===== src/autoneg_defines.vh =====
`ifndef AUTONEG_DEFINES_VH
`define AUTONEG_DEFINES_VH

// Register indices; byte address is four times the index
`define IDX_CTRL         6'h00
`define IDX_STATUS       6'h01
`define IDX_ADVERTISE    6'h04
`define IDX_PARTNER      6'h05

// Control register fields
`define CTRL_SOFT_RESET  15
`define CTRL_SPEED_LO    13
`define CTRL_AN_ENABLE   12
`define CTRL_POWER_DOWN  11
`define CTRL_AN_RESTART  9
`define CTRL_DUPLEX      8
`define CTRL_SPEED_HI    6
`define CTRL_POWER_ALT   2
`define CTRL_RW_MASK     16'h3944
`define CTRL_RESET       16'h1140

// Advertisement register fields
`define ADV_ABIL_HI      7
`define ADV_ABIL_LO      5
`define ADV_SEL_HI       4
`define ADV_SEL_LO       0
`define ADV_ABIL_RESET   3'h7
`define ADV_SEL_RESET    5'h01

// Partner ability register reset
`define PARTNER_RESET    16'h0000

// Status register fields
`define STAT_LINK_UP     8
`define STAT_AN_ACTIVE   9
`define STAT_GIG_FULL    10
`define STAT_GIG_HALF    11

// Forced speed code {hi,lo} meaning 1000 Mbps
`define SPEED_1000       2'h2

// Bus responses
`define RESP_OKAY        2'h0
`define RESP_SLVERR      2'h2

`endif


===== src/level_sync.v =====
`timescale 1ns/1ps

module level_sync #(
	parameter WIDTH = 1
) (
	input  wire             clk,
	input  wire             rst_n,
	input  wire [WIDTH-1:0] asyncIn,
	output reg  [WIDTH-1:0] syncOut
);

	reg [WIDTH-1:0] stage1;

	// First stage feeds only the second
	always @(posedge clk or negedge rst_n) begin
		if (!rst_n) begin
			stage1  <= {WIDTH{1'b0}};
			syncOut <= {WIDTH{1'b0}};
		end else begin
			stage1  <= asyncIn;
			syncOut <= stage1;
		end
	end

endmodule


===== src/autoneg_ability_registers.v =====
// Implementation choice: the AXI4-Lite interface to the registers.
`timescale 1ns/1ps
`include "autoneg_defines.vh"

module autoneg_ability_registers #(
	parameter ADDR_WIDTH = 8
) (
	input  wire                  clk,
	input  wire                  rst_n,
	// AXI4-Lite slave
	input  wire [ADDR_WIDTH-1:0] s_axi_awaddr,
	input  wire [2:0]            s_axi_awprot,
	input  wire                  s_axi_awvalid,
	output reg                   s_axi_awready,
	input  wire [31:0]           s_axi_wdata,
	input  wire [3:0]            s_axi_wstrb,
	input  wire                  s_axi_wvalid,
	output reg                   s_axi_wready,
	output reg  [1:0]            s_axi_bresp,
	output reg                   s_axi_bvalid,
	input  wire                  s_axi_bready,
	input  wire [ADDR_WIDTH-1:0] s_axi_araddr,
	input  wire [2:0]            s_axi_arprot,
	input  wire                  s_axi_arvalid,
	output reg                   s_axi_arready,
	output reg  [31:0]           s_axi_rdata,
	output reg  [1:0]            s_axi_rresp,
	output reg                   s_axi_rvalid,
	input  wire                  s_axi_rready,
	// Negotiation receiver, same clock
	input  wire                  rxPageValid,
	input  wire [15:0]           rxCodeWord,
	// Gigabit advertisement from the gigabit control logic
	input  wire                  gigAdvFull,
	input  wire                  gigAdvHalf,
	// Copper link status pin, asynchronous
	input  wire                  linkUpPin,
	// Toward the negotiation state machine
	output reg  [7:0]            advAbility,
	output reg                   adv1000Full,
	output reg                   adv1000Half,
	output reg                   anActive,
	output reg                   anRestart
);

	////////////////////////////////////////////////////////////////////////
	// Storage

	reg  [15:0] ctrl;
	reg  [2:0]  pendAbil;
	reg  [4:0]  selector;
	reg  [2:0]  effAbil;
	reg  [15:0] partner;
	reg         powerPrev;
	reg         linkPrev;
	wire        linkSync;

	level_sync #(
		.WIDTH   (1)
	) u_link_sync (
		.clk     (clk),
		.rst_n   (rst_n),
		.asyncIn (linkUpPin),
		.syncOut (linkSync)
	);

	////////////////////////////////////////////////////////////////////////
	// Write channel capture

	reg  [ADDR_WIDTH-1:0] wrAddr;
	reg  [15:0]           wrData;
	reg  [1:0]            wrStrb;
	reg                   awHeld;
	reg                   wHeld;
	wire                  awTake;
	wire                  wTake;
	wire                  wrFire;
	wire [5:0]            wrIdx;
	wire                  wrAligned;

	assign awTake    = s_axi_awvalid & s_axi_awready;
	assign wTake     = s_axi_wvalid & s_axi_wready;
	assign wrFire    = awHeld & wHeld & ~s_axi_bvalid;
	assign wrIdx     = wrAddr[7:2];
	// Shift, not slice: an empty upper range must still elaborate at 8 bits
	assign wrAligned = (wrAddr[1:0] == 2'h0) &&
		((wrAddr >> 8) == {ADDR_WIDTH{1'b0}});

	always @(posedge clk or negedge rst_n) begin
		if (!rst_n) begin
			wrAddr <= {ADDR_WIDTH{1'b0}};
			wrData <= 16'h0000;
			wrStrb <= 2'h0;
			awHeld <= 1'b0;
			wHeld  <= 1'b0;
		end else begin
			if (awTake) begin
				wrAddr <= s_axi_awaddr;
				awHeld <= 1'b1;
			end else if (wrFire) begin
				awHeld <= 1'b0;
			end
			if (wTake) begin
				wrData <= s_axi_wdata[15:0];
				wrStrb <= s_axi_wstrb[1:0];
				wHeld  <= 1'b1;
			end else if (wrFire) begin
				wHeld  <= 1'b0;
			end
		end
	end

	////////////////////////////////////////////////////////////////////////
	// Write decode

	reg wrCtrl;
	reg wrAdv;
	reg wrMapped;

	always @* begin
		wrCtrl   = 1'b0;
		wrAdv    = 1'b0;
		wrMapped = 1'b0;
		if (!wrFire || !wrAligned) begin
			wrMapped = 1'b0;
		end else if (wrIdx == `IDX_CTRL) begin
			wrCtrl   = 1'b1;
			wrMapped = 1'b1;
		end else if (wrIdx == `IDX_ADVERTISE) begin
			wrAdv    = 1'b1;
			wrMapped = 1'b1;
		end else if (wrIdx == `IDX_STATUS || wrIdx == `IDX_PARTNER) begin
			// Read-only registers take the write and drop it
			wrMapped = 1'b1;
		end
	end

	// Byte-lane merge for the control register
	wire [15:0] laneMask;
	wire [15:0] ctrlMerged;

	assign laneMask   = {{8{wrStrb[1]}}, {8{wrStrb[0]}}};
	assign ctrlMerged = (ctrl & ~laneMask) | (wrData & laneMask);

	////////////////////////////////////////////////////////////////////////
	// Update events

	wire softReset;
	wire restartReq;
	wire powerNow;
	wire powerUp;
	wire linkDrop;
	wire applyPend;

	// Self-clearing command bits act in the cycle of the write
	assign softReset  = wrCtrl & wrStrb[1] & wrData[`CTRL_SOFT_RESET];
	assign restartReq = wrCtrl & wrStrb[1] & wrData[`CTRL_AN_RESTART];
	assign powerNow   = ctrl[`CTRL_POWER_DOWN] | ctrl[`CTRL_POWER_ALT];
	assign powerUp    = powerPrev & ~powerNow;
	assign linkDrop   = linkPrev & ~linkSync;
	assign applyPend  = softReset | restartReq | powerUp | linkDrop;

	always @(posedge clk or negedge rst_n) begin
		if (!rst_n) begin
			powerPrev <= 1'b0;
			linkPrev  <= 1'b0;
		end else begin
			powerPrev <= powerNow;
			linkPrev  <= linkSync;
		end
	end

	////////////////////////////////////////////////////////////////////////
	// Control register

	always @(posedge clk or negedge rst_n) begin
		if (!rst_n) begin
			ctrl <= `CTRL_RESET;
		end else if (wrCtrl) begin
			// Command bits never stored, so they read back as zero
			ctrl <= ctrlMerged & `CTRL_RW_MASK;
		end
	end

	////////////////////////////////////////////////////////////////////////
	// Advertisement register

	reg [2:0] next_pendAbil;
	reg [4:0] next_selector;

	always @* begin
		next_pendAbil = pendAbil;
		next_selector = selector;
		if (wrAdv && wrStrb[0]) begin
			next_pendAbil = wrData[`ADV_ABIL_HI:`ADV_ABIL_LO];
			next_selector = wrData[`ADV_SEL_HI:`ADV_SEL_LO];
		end
	end

	always @(posedge clk or negedge rst_n) begin
		if (!rst_n) begin
			pendAbil <= `ADV_ABIL_RESET;
			selector <= `ADV_SEL_RESET;
			effAbil  <= `ADV_ABIL_RESET;
		end else begin
			pendAbil <= next_pendAbil;
			// Soft reset leaves the selector alone
			selector <= next_selector;
			// Uses the incoming value, so a write landing with a link
			// drop is not lost
			if (applyPend) begin
				effAbil <= next_pendAbil;
			end
		end
	end

	////////////////////////////////////////////////////////////////////////
	// Partner base page

	always @(posedge clk or negedge rst_n) begin
		if (!rst_n) begin
			partner <= `PARTNER_RESET;
		end else if (softReset) begin
			partner <= `PARTNER_RESET;
		end else if (rxPageValid) begin
			// Whole code word at once; no bit is software-writable
			partner <= rxCodeWord;
		end
	end
	// Bits 12..0 likewise straight copies
	// Ability bits and selector

	////////////////////////////////////////////////////////////////////////
	// Negotiation outputs

	wire forced1000;

	assign forced1000 = ~ctrl[`CTRL_AN_ENABLE] &
		({ctrl[`CTRL_SPEED_HI], ctrl[`CTRL_SPEED_LO]} == `SPEED_1000);

	// Gigabit needs negotiation, so forcing it still negotiates; software
	// is expected not to rely on plain forced gigabit
	always @(posedge clk or negedge rst_n) begin
		if (!rst_n) begin
			advAbility  <= {`ADV_ABIL_RESET, `ADV_SEL_RESET};
			adv1000Full <= 1'b0;
			adv1000Half <= 1'b0;
			anActive    <= 1'b1;
			anRestart   <= 1'b0;
		end else begin
			anActive  <= ctrl[`CTRL_AN_ENABLE] | forced1000;
			anRestart <= softReset | restartReq;
			if (forced1000) begin
				advAbility  <= {3'h0, selector};
				adv1000Full <= ctrl[`CTRL_DUPLEX];
				adv1000Half <= ~ctrl[`CTRL_DUPLEX];
			end else begin
				advAbility  <= {effAbil, selector};
				adv1000Full <= gigAdvFull;
				adv1000Half <= gigAdvHalf;
			end
		end
	end

	////////////////////////////////////////////////////////////////////////
	// Write response and ready

	always @(posedge clk or negedge rst_n) begin
		if (!rst_n) begin
			s_axi_awready <= 1'b1;
			s_axi_wready  <= 1'b1;
			s_axi_bvalid  <= 1'b0;
			s_axi_bresp   <= `RESP_OKAY;
		end else begin
			if (awTake) begin
				s_axi_awready <= 1'b0;
			end
			if (wTake) begin
				s_axi_wready <= 1'b0;
			end
			if (wrFire) begin
				s_axi_bvalid <= 1'b1;
				s_axi_bresp  <= wrMapped ? `RESP_OKAY : `RESP_SLVERR;
			end else if (s_axi_bvalid && s_axi_bready) begin
				// Next write only after the answer is taken
				s_axi_bvalid  <= 1'b0;
				s_axi_awready <= 1'b1;
				s_axi_wready  <= 1'b1;
			end
		end
	end

	////////////////////////////////////////////////////////////////////////
	// Read path

	wire [5:0] rdIdx;
	wire       rdAligned;
	wire       arTake;
	reg [15:0] rdWord;
	reg        rdMapped;

	assign arTake    = s_axi_arvalid & s_axi_arready;
	assign rdIdx     = s_axi_araddr[7:2];
	assign rdAligned = (s_axi_araddr[1:0] == 2'h0) &&
		((s_axi_araddr >> 8) == {ADDR_WIDTH{1'b0}});

	always @* begin
		rdWord   = 16'h0000;
		rdMapped = 1'b1;
		if (!rdAligned) begin
			rdMapped = 1'b0;
		end else if (rdIdx == `IDX_CTRL) begin
			rdWord = ctrl;
		end else if (rdIdx == `IDX_STATUS) begin
			rdWord[7:0]             = advAbility;
			rdWord[`STAT_LINK_UP]   = linkSync;
			rdWord[`STAT_AN_ACTIVE] = anActive;
			rdWord[`STAT_GIG_FULL]  = adv1000Full;
			rdWord[`STAT_GIG_HALF]  = adv1000Half;
		end else if (rdIdx == `IDX_ADVERTISE) begin
			// Software sees what it wrote, effective or not
			rdWord[`ADV_ABIL_HI:`ADV_ABIL_LO] = pendAbil;
			rdWord[`ADV_SEL_HI:`ADV_SEL_LO]   = selector;
		end else if (rdIdx == `IDX_PARTNER) begin
			rdWord = partner;
		end else begin
			rdMapped = 1'b0;
		end
	end

	always @(posedge clk or negedge rst_n) begin
		if (!rst_n) begin
			s_axi_arready <= 1'b1;
			s_axi_rvalid  <= 1'b0;
			s_axi_rdata   <= 32'h0000_0000;
			s_axi_rresp   <= `RESP_OKAY;
		end else if (arTake) begin
			s_axi_arready <= 1'b0;
			s_axi_rvalid  <= 1'b1;
			s_axi_rdata   <= {16'h0000, rdWord};
			s_axi_rresp   <= rdMapped ? `RESP_OKAY : `RESP_SLVERR;
		end else if (s_axi_rvalid && s_axi_rready) begin
			s_axi_rvalid  <= 1'b0;
			s_axi_arready <= 1'b1;
		end
	end

endmodule


===== config.mk =====
export PLATFORM = sky130hd
export DESIGN_NAME = autoneg_ability_registers
export DESIGN_NICKNAME = d
export VERILOG_FILES = /design/src/level_sync.v /design/src/autoneg_ability_registers.v
export VERILOG_INCLUDE_DIRS = /design/src /design/src/src
export SDC_FILE = /design/constraint.sdc
export NUM_CORES = 1
export LEC_CHECK = 0
export CAP_MARGIN = 20
export CORE_ASPECT_RATIO = 0.8
export CORE_MARGIN = 5
export CORE_UTILIZATION = 60
export DETAILED_ROUTE_END_ITERATION = 12
export DONT_BUFFER_PORTS = 1
export PLACE_DENSITY = 0.84
export SLEW_MARGIN = 30
export SYNTH_ARGS = -nofsm -noshare
export SYNTH_HDL_FRONTEND = slang
export SYNTH_SLANG_ARGS = --single-unit

===== constraint.sdc =====
create_clock -name clk -period 5.55 [get_ports clk]
set_input_delay 1.11 -clock clk [delete_from_list [all_inputs] [get_ports clk]]
set_output_delay 1.11 -clock clk [all_outputs]
set_load 0.1 [all_outputs]

# Word level (Yosys, flattened, before mapping)
# Index checks and enable logic that the tools add are counted.
# Widths: inputs -> output; s select.
# totals
regBits	102
output_inout_bits	53
word_cells	119
# op_classes
n_eq_ne	7
muxes	44
reduce_logical	16
bitwise	25
# ops
cell	count
$mux 16	5
$mux 1	31
$and 14x14->14	2
$eq 6x3->1 const B	4
$mux 8	3
$not 14->14	1
$or 14x14->14	1
$eq 6x1->1 const B	2
$logic_not 6->1	2
$mux 12	1
$and 1x1->1	11
$reduce_bool 2->1	5
$not 1->1	5
$or 1x1->1	5
$logic_not 2->1	2
$mux 2	2
$mux 4	1
$logic_and 1x1->1	3
$mux 3	1
$eq 2x2->1 const B	1
$logic_not 1->1	2
$logic_or 1x1->1	2

# Depth between registers and ports, before layout
# Gate-level depths: netlist of run 1.
# depth
ltp_word	10
ltp_mapped	6
mapped_depth_nobuf	4

# Cells and area by module
# From an unflattened synthesis of run 1, not the netlist that was laid out.
# unflattened
cells_unflattened	313
area_unflattened_um2	4087.7
# by_module_without_submodules
module	cells_each	area_each_um2	n_inst
autoneg_ability_registers	311	4037.6	1
level_sync	2	50.0	1

# Worst setup path after synthesis of run 1
# OpenSTA, ideal clock, no wires.
# synth_timing
path_kind	register to register
from	reg s_axi_bvalid
to	reg effAbil[0]
synth_period_minus_slack_ps	2627
stages_incl_launch_ff	6
path_slack_ps	2923
n_path_buf	1
arrival_ps	2545
path_cell_list	dfrtp_1 > or4bb_1 > or4b_4 > buf_6 > o21ai_4 > mux2_4
# synth_via
elab_chain_len	10
word_cells_on_any_way	14
cone_classes	mux (3); bitwise (8); reduce/logical (3)
# synth_lines
item	line_no	text
start: declaration	autoneg_ability_registers.v:20	output reg s_axi_bvalid,
start signal: assignment	autoneg_ability_registers.v:272	s_axi_bvalid <= 1'b0;
start signal: assignment	autoneg_ability_registers.v:282	s_axi_bvalid <= 1'b1;
start signal: assignment	autoneg_ability_registers.v:286	s_axi_bvalid <= 1'b0;
$not 1->1 *	autoneg_ability_registers.v:83	assign wrFire = awHeld & wHeld & ~s_axi_bvalid;
$and 1x1->1 *	autoneg_ability_registers.v:83	
$logic_not 1->1 *	autoneg_ability_registers.v:124	if (!wrFire || !wrAligned) begin
$logic_or 1x1->1 *	autoneg_ability_registers.v:124	
$mux 1	autoneg_ability_registers.v:124	
$and 1x1->1	autoneg_ability_registers.v:156, autoneg_ability_registers.v:157	
$and 1x1->1 (on tied branches)	autoneg_ability_registers.v:156, autoneg_ability_registers.v:157	
$or 1x1->1 (3 in series)	autoneg_ability_registers.v:161	assign applyPend = softReset | restartReq | powerUp | linkDrop;
end signal: assignment	autoneg_ability_registers.v:204	effAbil <= `ADV_ABIL_RESET;
end signal: assignment	autoneg_ability_registers.v:212	effAbil <= next_pendAbil;
end: declaration	autoneg_ability_registers.v:52	reg [2:0] effAbil;
# Mark *: on every way between the ends. The rest lies on a longest branch, timed or not.
# A chain may end at the register's enable or synchronous reset.

# Worst setup path after layout of run 1
# layout_timing
from	reg s_axi_bvalid
to	reg effAbil[0]
# layout_via
word_cells_on_any_way	14
cone_classes	mux (3); bitwise (8); reduce/logical (3)
# layout_rtl
item	line_no	text
$not 1->1	autoneg_ability_registers.v:83	
$and 1x1->1	autoneg_ability_registers.v:83	
$logic_not 1->1	autoneg_ability_registers.v:124	
$logic_or 1x1->1	autoneg_ability_registers.v:124	
$mux 1	autoneg_ability_registers.v:124	
$logic_and 1x1->1	autoneg_ability_registers.v:194	if (wrAdv && wrStrb[0]) begin
$mux 3	autoneg_ability_registers.v:194	
via next_pendAbil[0]	autoneg_ability_registers.v:188	reg [2:0] next_pendAbil;
# The timed path passes the listed nets, and every way through them passes these cells.

==> summary.md, run 1 <==
| Metric | Value |
|---|---|
| Power per cell area | `roughly 420 nW/um^2` |
| Slew margin rel. | `0.343` |
| Width of the die | `between 100 and 150 um` |
| Kind of critical path | `reg2reg` |
| Inserted Diodes | `0` |
| Min Clock Period, post-route | `~2800 ps` |
| Reg area | `2470 um^2` |
| Peak VDD IR | `between 200 and 300 uV` |
| Ratio of final minimum period to clock period | `0.502` |
| Post-DP HPWL | `around 5.8 mm` |
| Fin area | `4270 um^2` |
| Clock transition at the registers of the reported paths | `90 ps` |
| Tot Pwr | `between 1.5 and 2 mW` |
| Final WL | `just under 8 mm` |
| Worst min path class | `reg2reg` |
| Synth top cells by count | `dfrtp_1, mux2_2, nor2_1` |
| Primary FF master, synth | `dfrtp_1` |
| ANT nets after route | `0` |
| CP delay by family, top | `simple AND/OR/NAND/NOR gates` |
| FMAX | `approximately 0.36 GHz` |
| Area post-placement | `around 4000 um^2` |
| Post-synth top area cell | `dfrtp_1` |
| Dpl ws | `2700 ps` |
| Max-slew violations | `0` |
| Final hold vios | `0` |
| Die H | `about 84 um` |
| Static leakage | `1.93 nW` |
| Synthesis-stage register bit count | `between 90 and 100` |
| Row count | `26` |
| EDFF count, synth | `0` |
| DRT Pass-1 Iters | `7` |
| Mapped cell area | `4080 um^2` |
| Grt ovf | `0` |
| WL/cell | `19.6 um` |
| Routed vias/inst | `roughly 6` |
| Clock Skew | `~14 ps` |
| Status | `completed` |
| Startpoint Class | `register` |
| Setup TNS | `0 ps` |
| Initial core utilization | `0.627` |
| WHS | `roughly 360 ps` |
| Htree depth | `3` |
| Gr usage total | `0.194` |
| Critical Path Sink Type | `register` |
| Syn avg cell area | `between 10 and 15 um^2` |
| Core Region | `roughly 6500 um^2` |
| Largest stage delay, worst path | `about 770 ps` |
| Area share of the largest cell type after synthesis | `0.490` |
| Synth area leaders | `dfrtp_1, dfstp_2, mux2_2` |
| Worst slew pin tran | `roughly 990 ps` |
| Nets | `400` |
| CP cell instances | `or4bb_1 -> nor4_4 -> mux2_2 -> mux2_4` |
| RSZ-0062 raised after global routing | `false` |
| Via count | `roughly 2400` |
| Layout cells sized above 1 | `0.253` |
| Largest net degree at the start of global routing | `99` |
| Util after Layout | `0.656` |
| First-pass GRT wire length | `12.8 mm` |
| Async S/R FF share, synth | `1.00` |
| I/O Buffers | `0` |
| DRC | `0` |
| Count leader, synth | `dfrtp_1` |
| Sink Count | `98` |
| CP Buf/Inv Count | `0` |
| CTS tree | `built` |
| Area of the multi-input gates | `around 1500 um^2` |
| Initial drt markers | `120` |
| Initial antenna violation count | `0` |
| Req. time, crit path | `5840 ps` |
| Setup bufs post-CTS | `0` |
| Gate Count Post-Synth | `around 320` |
| Synthesis warning total | `0` |
| Hold Buf Count CTS | `0` |
| CP max FO | `8` |
| Max-cap viol count | `0` |
| Post-synthesis to final-layout area growth | `4.51%` |
| CTS buffer count | `9` |
| Final worst slack | `2760 ps` |
| Post-cts resize count | `0` |
| Placed insts | `slightly below 400` |
| Final non-filler cell total | `404` |
| Ports | `approximately 140` |
| Filler Cell Count | `between 400 and 500` |
| Vias in the first global route | `2405` |
| Clock buffer depth | `2` |
| Die ar. | `between 8000 and 9000 um^2` |
| RePlAce Congestion | `0.867` |
| Sequential share of the synthesized area | `0.606` |
| WP data arrival | `3080 ps` |
| Crit-path slowest cell | `dfrtp_1` |
| Worst-Skew Late Latency | `between 300 and 400 ps` |
| Final setup viols | `0` |
| Yosys cell types | `43` |
| Root Buffer | `clkbuf_8` |
[cell type report]
| class | count | share of cell area |
|---|---|---|
| Sequential cell | 98 | 0.580 |
| Clock inverter | 4 | 0.0120 |
| Tap cell | 84 | 0.0246 |
| Inverter | 6 | 0.00528 |
| Clock buffer | 12 | 0.0340 |
| Multi-Input combinational cell | 200 | 0.344 |
[where the power goes]
group / leakage (nW) / total, mW / internal [mW] / switching [mW]
Sequential: 1.20 / 1.09 / 0.852 / 0.238
Clock: 0.0970 / 0.458 / 0.222 / 0.236
Combinational: 0.634 / 0.243 / 0.118 / 0.125
Total: 1.93 / 1.79 / 1.19 / 0.599
[cells in the final DEF (no fill, tap or decap), drive strengths merged, types with 3 or more instances in the layout]
cell type	count
conb	18
nor2	26
a22oi	14
o21ai	19
inv	7
dfstp	18
nor2b	6
nand2	19
nand2b	3
a22o	4
mux2i	17
clkbuf	12
dfrtp	80
mux2	44
nor3	4
[worst paths after layout]
| kind | startpoint | end | slack (ps) | cells past startpoint |
|---|---|---|---|---|
| worst min register to register | u_link_sync.stage1 | u_link_sync.syncOut | 360 | 0 |
| worst max register to register | s_axi_bvalid | effAbil[0] | 2760 | 4 |
| worst max-delay path | s_axi_bvalid | effAbil[0] | 2760 | 4 |
| max in group asynchronous | rst_n | effAbil[1] | 4900 | 0 |
| worst min-delay path | u_link_sync.stage1 | u_link_sync.syncOut | 360 | 0 |
| min in group asynchronous | rst_n | s_axi_rdata[13] | 430 | 0 |
[routing by layer]
metal	vias to the layer above	routed length (um)	global-route usage
li1	1077	-	-
met1	1204	3340	0.261
met2	98	3690	0.291
met3	11	798	0.0794
met4	0	93	0.0513
met5	-	0	0
[flip-flops by register name, indices dropped and copies added, names as in the netlist, 2 cells and up, named ones only]
signal / flops
partner: 16
wrStrb: 2
advAbility: 8
pendAbil: 3
wrAddr: 8
s_axi_rdata: 16
selector: 5
effAbil: 3
wrData: 14
[logic make-up (layout without fill, tap and decap cells)]
| logic type | Yosys count | in the layout | synth area share |
|---|---|---|---|
| compound gates | 46 | 46 | 0.0769 |
| buf+inv | 34 | 22 | 0.0500 |
| flops | 98 | 98 | 0.606 |
| mux | 61 | 61 | 0.166 |
| other cells | 1 | 18 | 0.000919 |
| simple gates | 75 | 75 | 0.0999 |
Note: power is estimated with default switching activity, not from simulation.
==> run 2, diff against run 1 <==
- ABC_AREA: unset -> 1
- clock period: 5.55 -> 2.62 ns (I/O delays scaled with it)
==> run 2 against run 1 <==
Against the previous run:
- cell count is 33% higher
- via count grew 20%
- die area rose by 2.9%
- synthesized area is 3.3% higher
- clock power rose by 140%
- wire length grew 16%
- critical endpoint is now s_axi_rdata[5]
==> summary.md, run 2 <==
| Metric | Value |
|---|---|
| Fin area | `4510 um^2 (+5.7%)` |
| I/O Buffers | `0 (unchanged)` |
| WL/cell | `17.1 um (-13%)` |
| Root Buffer | `clkbuf_8` |
| Inserted Diodes | `0 (unchanged)` |
| Most common cell after layout, fill and taps aside | `nand2_1` |
| Filler Cell Count | `559 (+18%)` |
| Min Clock Period, post-route | `1850 ps` |
| Nets | `531 (+33%)` |
| Async S/R FF share, synth | `1.00 (unchanged)` |
| Count leader, synth | `nand2_1` |
| ANT nets after route | `0 (unchanged)` |
| Row count | `27 (+3.8%)` |
| Die H | `85.0 um (+1.4%)` |
| Width of the die | `104 um (+1.5%)` |
| Most frequent cells in the layout | `nand2_1, dfrtp_1, nor2_1, inv_1, nand3_1` |
| RSZ-0062 raised after global routing | `false` |
| Critical Path Sink Type | `output pin` |
| Register-to-Register Path Depth | `6 (+2)` |
| Initial core utilization | `0.615 (-0.0125)` |
| Path length in cells of the critical path | `0 (-4)` |
| Reg area | `2470 um^2 (unchanged)` |
| Crit path capture | `s_axi_rdata[5]` |
| EDFF count, synth | `0 (unchanged)` |
| Primary FF master, synth | `dfrtp_1` |
| Worst min path class | `in2async` |
| Max-cap viol count | `0 (unchanged)` |
| Final setup viols | `0 (unchanged)` |
| Clock buffer depth | `2 (unchanged)` |
| Req. time, crit path | `2100 ps (-3740 ps)` |
| DRT Pass-1 Iters | `4 (-3)` |
| Post-synthesis to final-layout area growth | `6.97%` |
| Die ar. | `8810 um^2 (+2.9%)` |
| Clock Skew | `7.30 ps (-7.08 ps)` |
| Htree depth | `3 (unchanged)` |
| GR Util met1 | `0.278 (+0.0168)` |
| Ratio of final minimum period to clock period | `0.705` |
| R2R Setup Slk | `890 ps (-1870 ps)` |
| Largest regs | `partner x16, s_axi_rdata x16, wrData x14` |
| RePlAce Congestion | `0.908 (+4.7%)` |
| Slew margin rel. | `0.376 (+0.0331)` |
| Static leakage | `2.24 nW (+17%)` |
| Via count | `2875 (+20%)` |
| Worst Setup SP | `s_axi_rdata[5]` |
| Worst slew pin tran | `936 ps (-49.7 ps)` |
| Synth area leaders | `dfrtp_1, dfstp_2, nand2_1` |
| Area post-placement | `4250 um^2 (+4.4%)` |
| Kind of critical path | `reg2out` |
| Gr usage total | `0.218 (+0.0245)` |
| Synthesis warning total | `0 (unchanged)` |
| Synth top cells by count | `nand2_1, dfrtp_1, nor2_1` |
| Max-slew violations | `0 (unchanged)` |
| FMAX | `about 0.54 GHz` |
| Yosys cell types | `30 (-30%)` |
| Worst R2R Start | `s_axi_arready` |
| Peak VDD IR | `691 uV (+140%)` |
| Area of the multi-input gates | `1460 um^2 (-0.17%)` |
| DRC | `0 (unchanged)` |
| Routed vias/inst | `5.34 (-9.7%)` |
| Vias in the first global route | `3090 (+28%)` |
| Sink Count | `98 (unchanged)` |
| Post-synth top area cell | `dfrtp_1` |
| Core Region | `6860 um^2 (+5.4%)` |
| Largest net degree at the start of global routing | `84 (-15%)` |
| Startpoint Class | `register` |
| Busiest layer in global routing | `met2` |
| Mapped cell area | `4220 um^2 (+3.3%)` |
| CTS tree | `built` |
| Worst-Skew Late Latency | `360 ps (about the same)` |
| Ports | `138 (unchanged)` |
| Initial antenna violation count | `0 (unchanged)` |
| Post-cts resize count | `0 (unchanged)` |
| GRT met3 Usage | `0.0837 (+0.00429)` |
| Gate Count Post-Synth | `436 (+38%)` |
| Post-DP HPWL | `6.76 mm (+17%)` |
| Power per cell area | `1030 nW/um^2 (+150%)` |
| Synthesis-stage register bit count | `98 (unchanged)` |
| Sequential share of the synthesized area | `0.587 (-0.0194)` |
| Layout cells sized above 1 | `0.157 (-0.0957)` |
| Clock transition at the registers of the reported paths | `90 ps (about the same)` |
| Area share of the largest cell type after synthesis | `0.475 (-0.0157)` |
| CP max FO | `2 (-6)` |
| CTS buffer count | `9 (unchanged)` |
| Setup TNS | `0 ps (unchanged)` |
| WP data arrival | `1320 ps (-1760 ps)` |
| Syn avg cell area | `9.67 um^2 (-25%)` |
| First-pass GRT wire length | `15.4 mm (+20%)` |
| Terminus of the critical flop-to-flop path | `s_axi_rdata[9]` |
| GR Layer Usage met2 | `0.354 (+0.0627)` |
| Initial drt markers | `166 (+38%)` |
| Final WL | `9.19 mm (+16%)` |
| Grt ovf | `0 (unchanged)` |
| Final hold vios | `0 (unchanged)` |
| Status | `completed` |
==> run 2: changes by cell type after synthesis, sizes merged, moves of 5 or more <==
cell,delta
nor2b,-6
clkbuf,-5
nand2,+87
mux2,-29
nor2,+31
a22oi,-13
a21oi,+17
nand3,+33
inv,+33
==> run 2: how the worst min path moves through the flow <==
stage	start	endpoint	slack (ps)	cells after the start
global route	rst_n	wrData[4]	70	1
floorplan	rst_n	async pin	230	0
detailed placement	rst_n	wrData[1]	230	0
finish	rst_n	wrData[4]	50	1
CTS	rst_n	advAbility[3]	70	1
global placement	rst_n	wrData[9]	230	0
==> run 2: power breakdown <==
part	internal, mW	switching [mW]
logic	0.308	0.737
clock network	0.565	0.518
registers	1.92	0.618
total	2.79	1.87
==> run 2: cell type report <==
cell class / instances / area share
Clock buffer: 10 / 0.0305
Clock inverter: 6 / 0.0197
Inverter: 39 / 0.0325
Multi-Input combinational cell: 289 / 0.325
Sequential cell: 98 / 0.549
Tap cell: 87 / 0.0241
Timing Repair Buffer: 9 / 0.0200
==> run 2: logic make-up after synthesis <==
group / Yosys count / synth area share
AOI/OAI and AO/OA: 41 / 0.0516
buffers and inverters: 66 / 0.0810
DFF: 98 / 0.587
muxes: 29 / 0.0733
other: 1 / 0.000889
and+or+nand+nor: 201 / 0.206
==> run 2: metal layers <==
metal / vias to the layer above / routed length [um]
met5: - / 0
met4: 0 / 97
met3: 16 / 797
met2: 112 / 4520
met1: 1378 / 3780
li1: 1369 / -
==> run 2: metrics by stage <==
step	std cells	utilization	setup slack (ps)	hold WS [ps]	power [mW]
6_report	538	0.658	774	54.3	4.67
5_1_grt	538	0.658	705	65.1	4.91
4_1_cts	538	0.658	763	71.3	4.69
3_5_place_dp	520	0.619	852	231	3.58
3_3_place_gp	520	0.619	906	231	3.51
2_1_floorplan	453	-	788	228	3.36
==> run 2: timing repair <==
item,CTS,global route
endpoints found under the hold margin,83,0
setup buffers,0,0
hold buffers,2,0
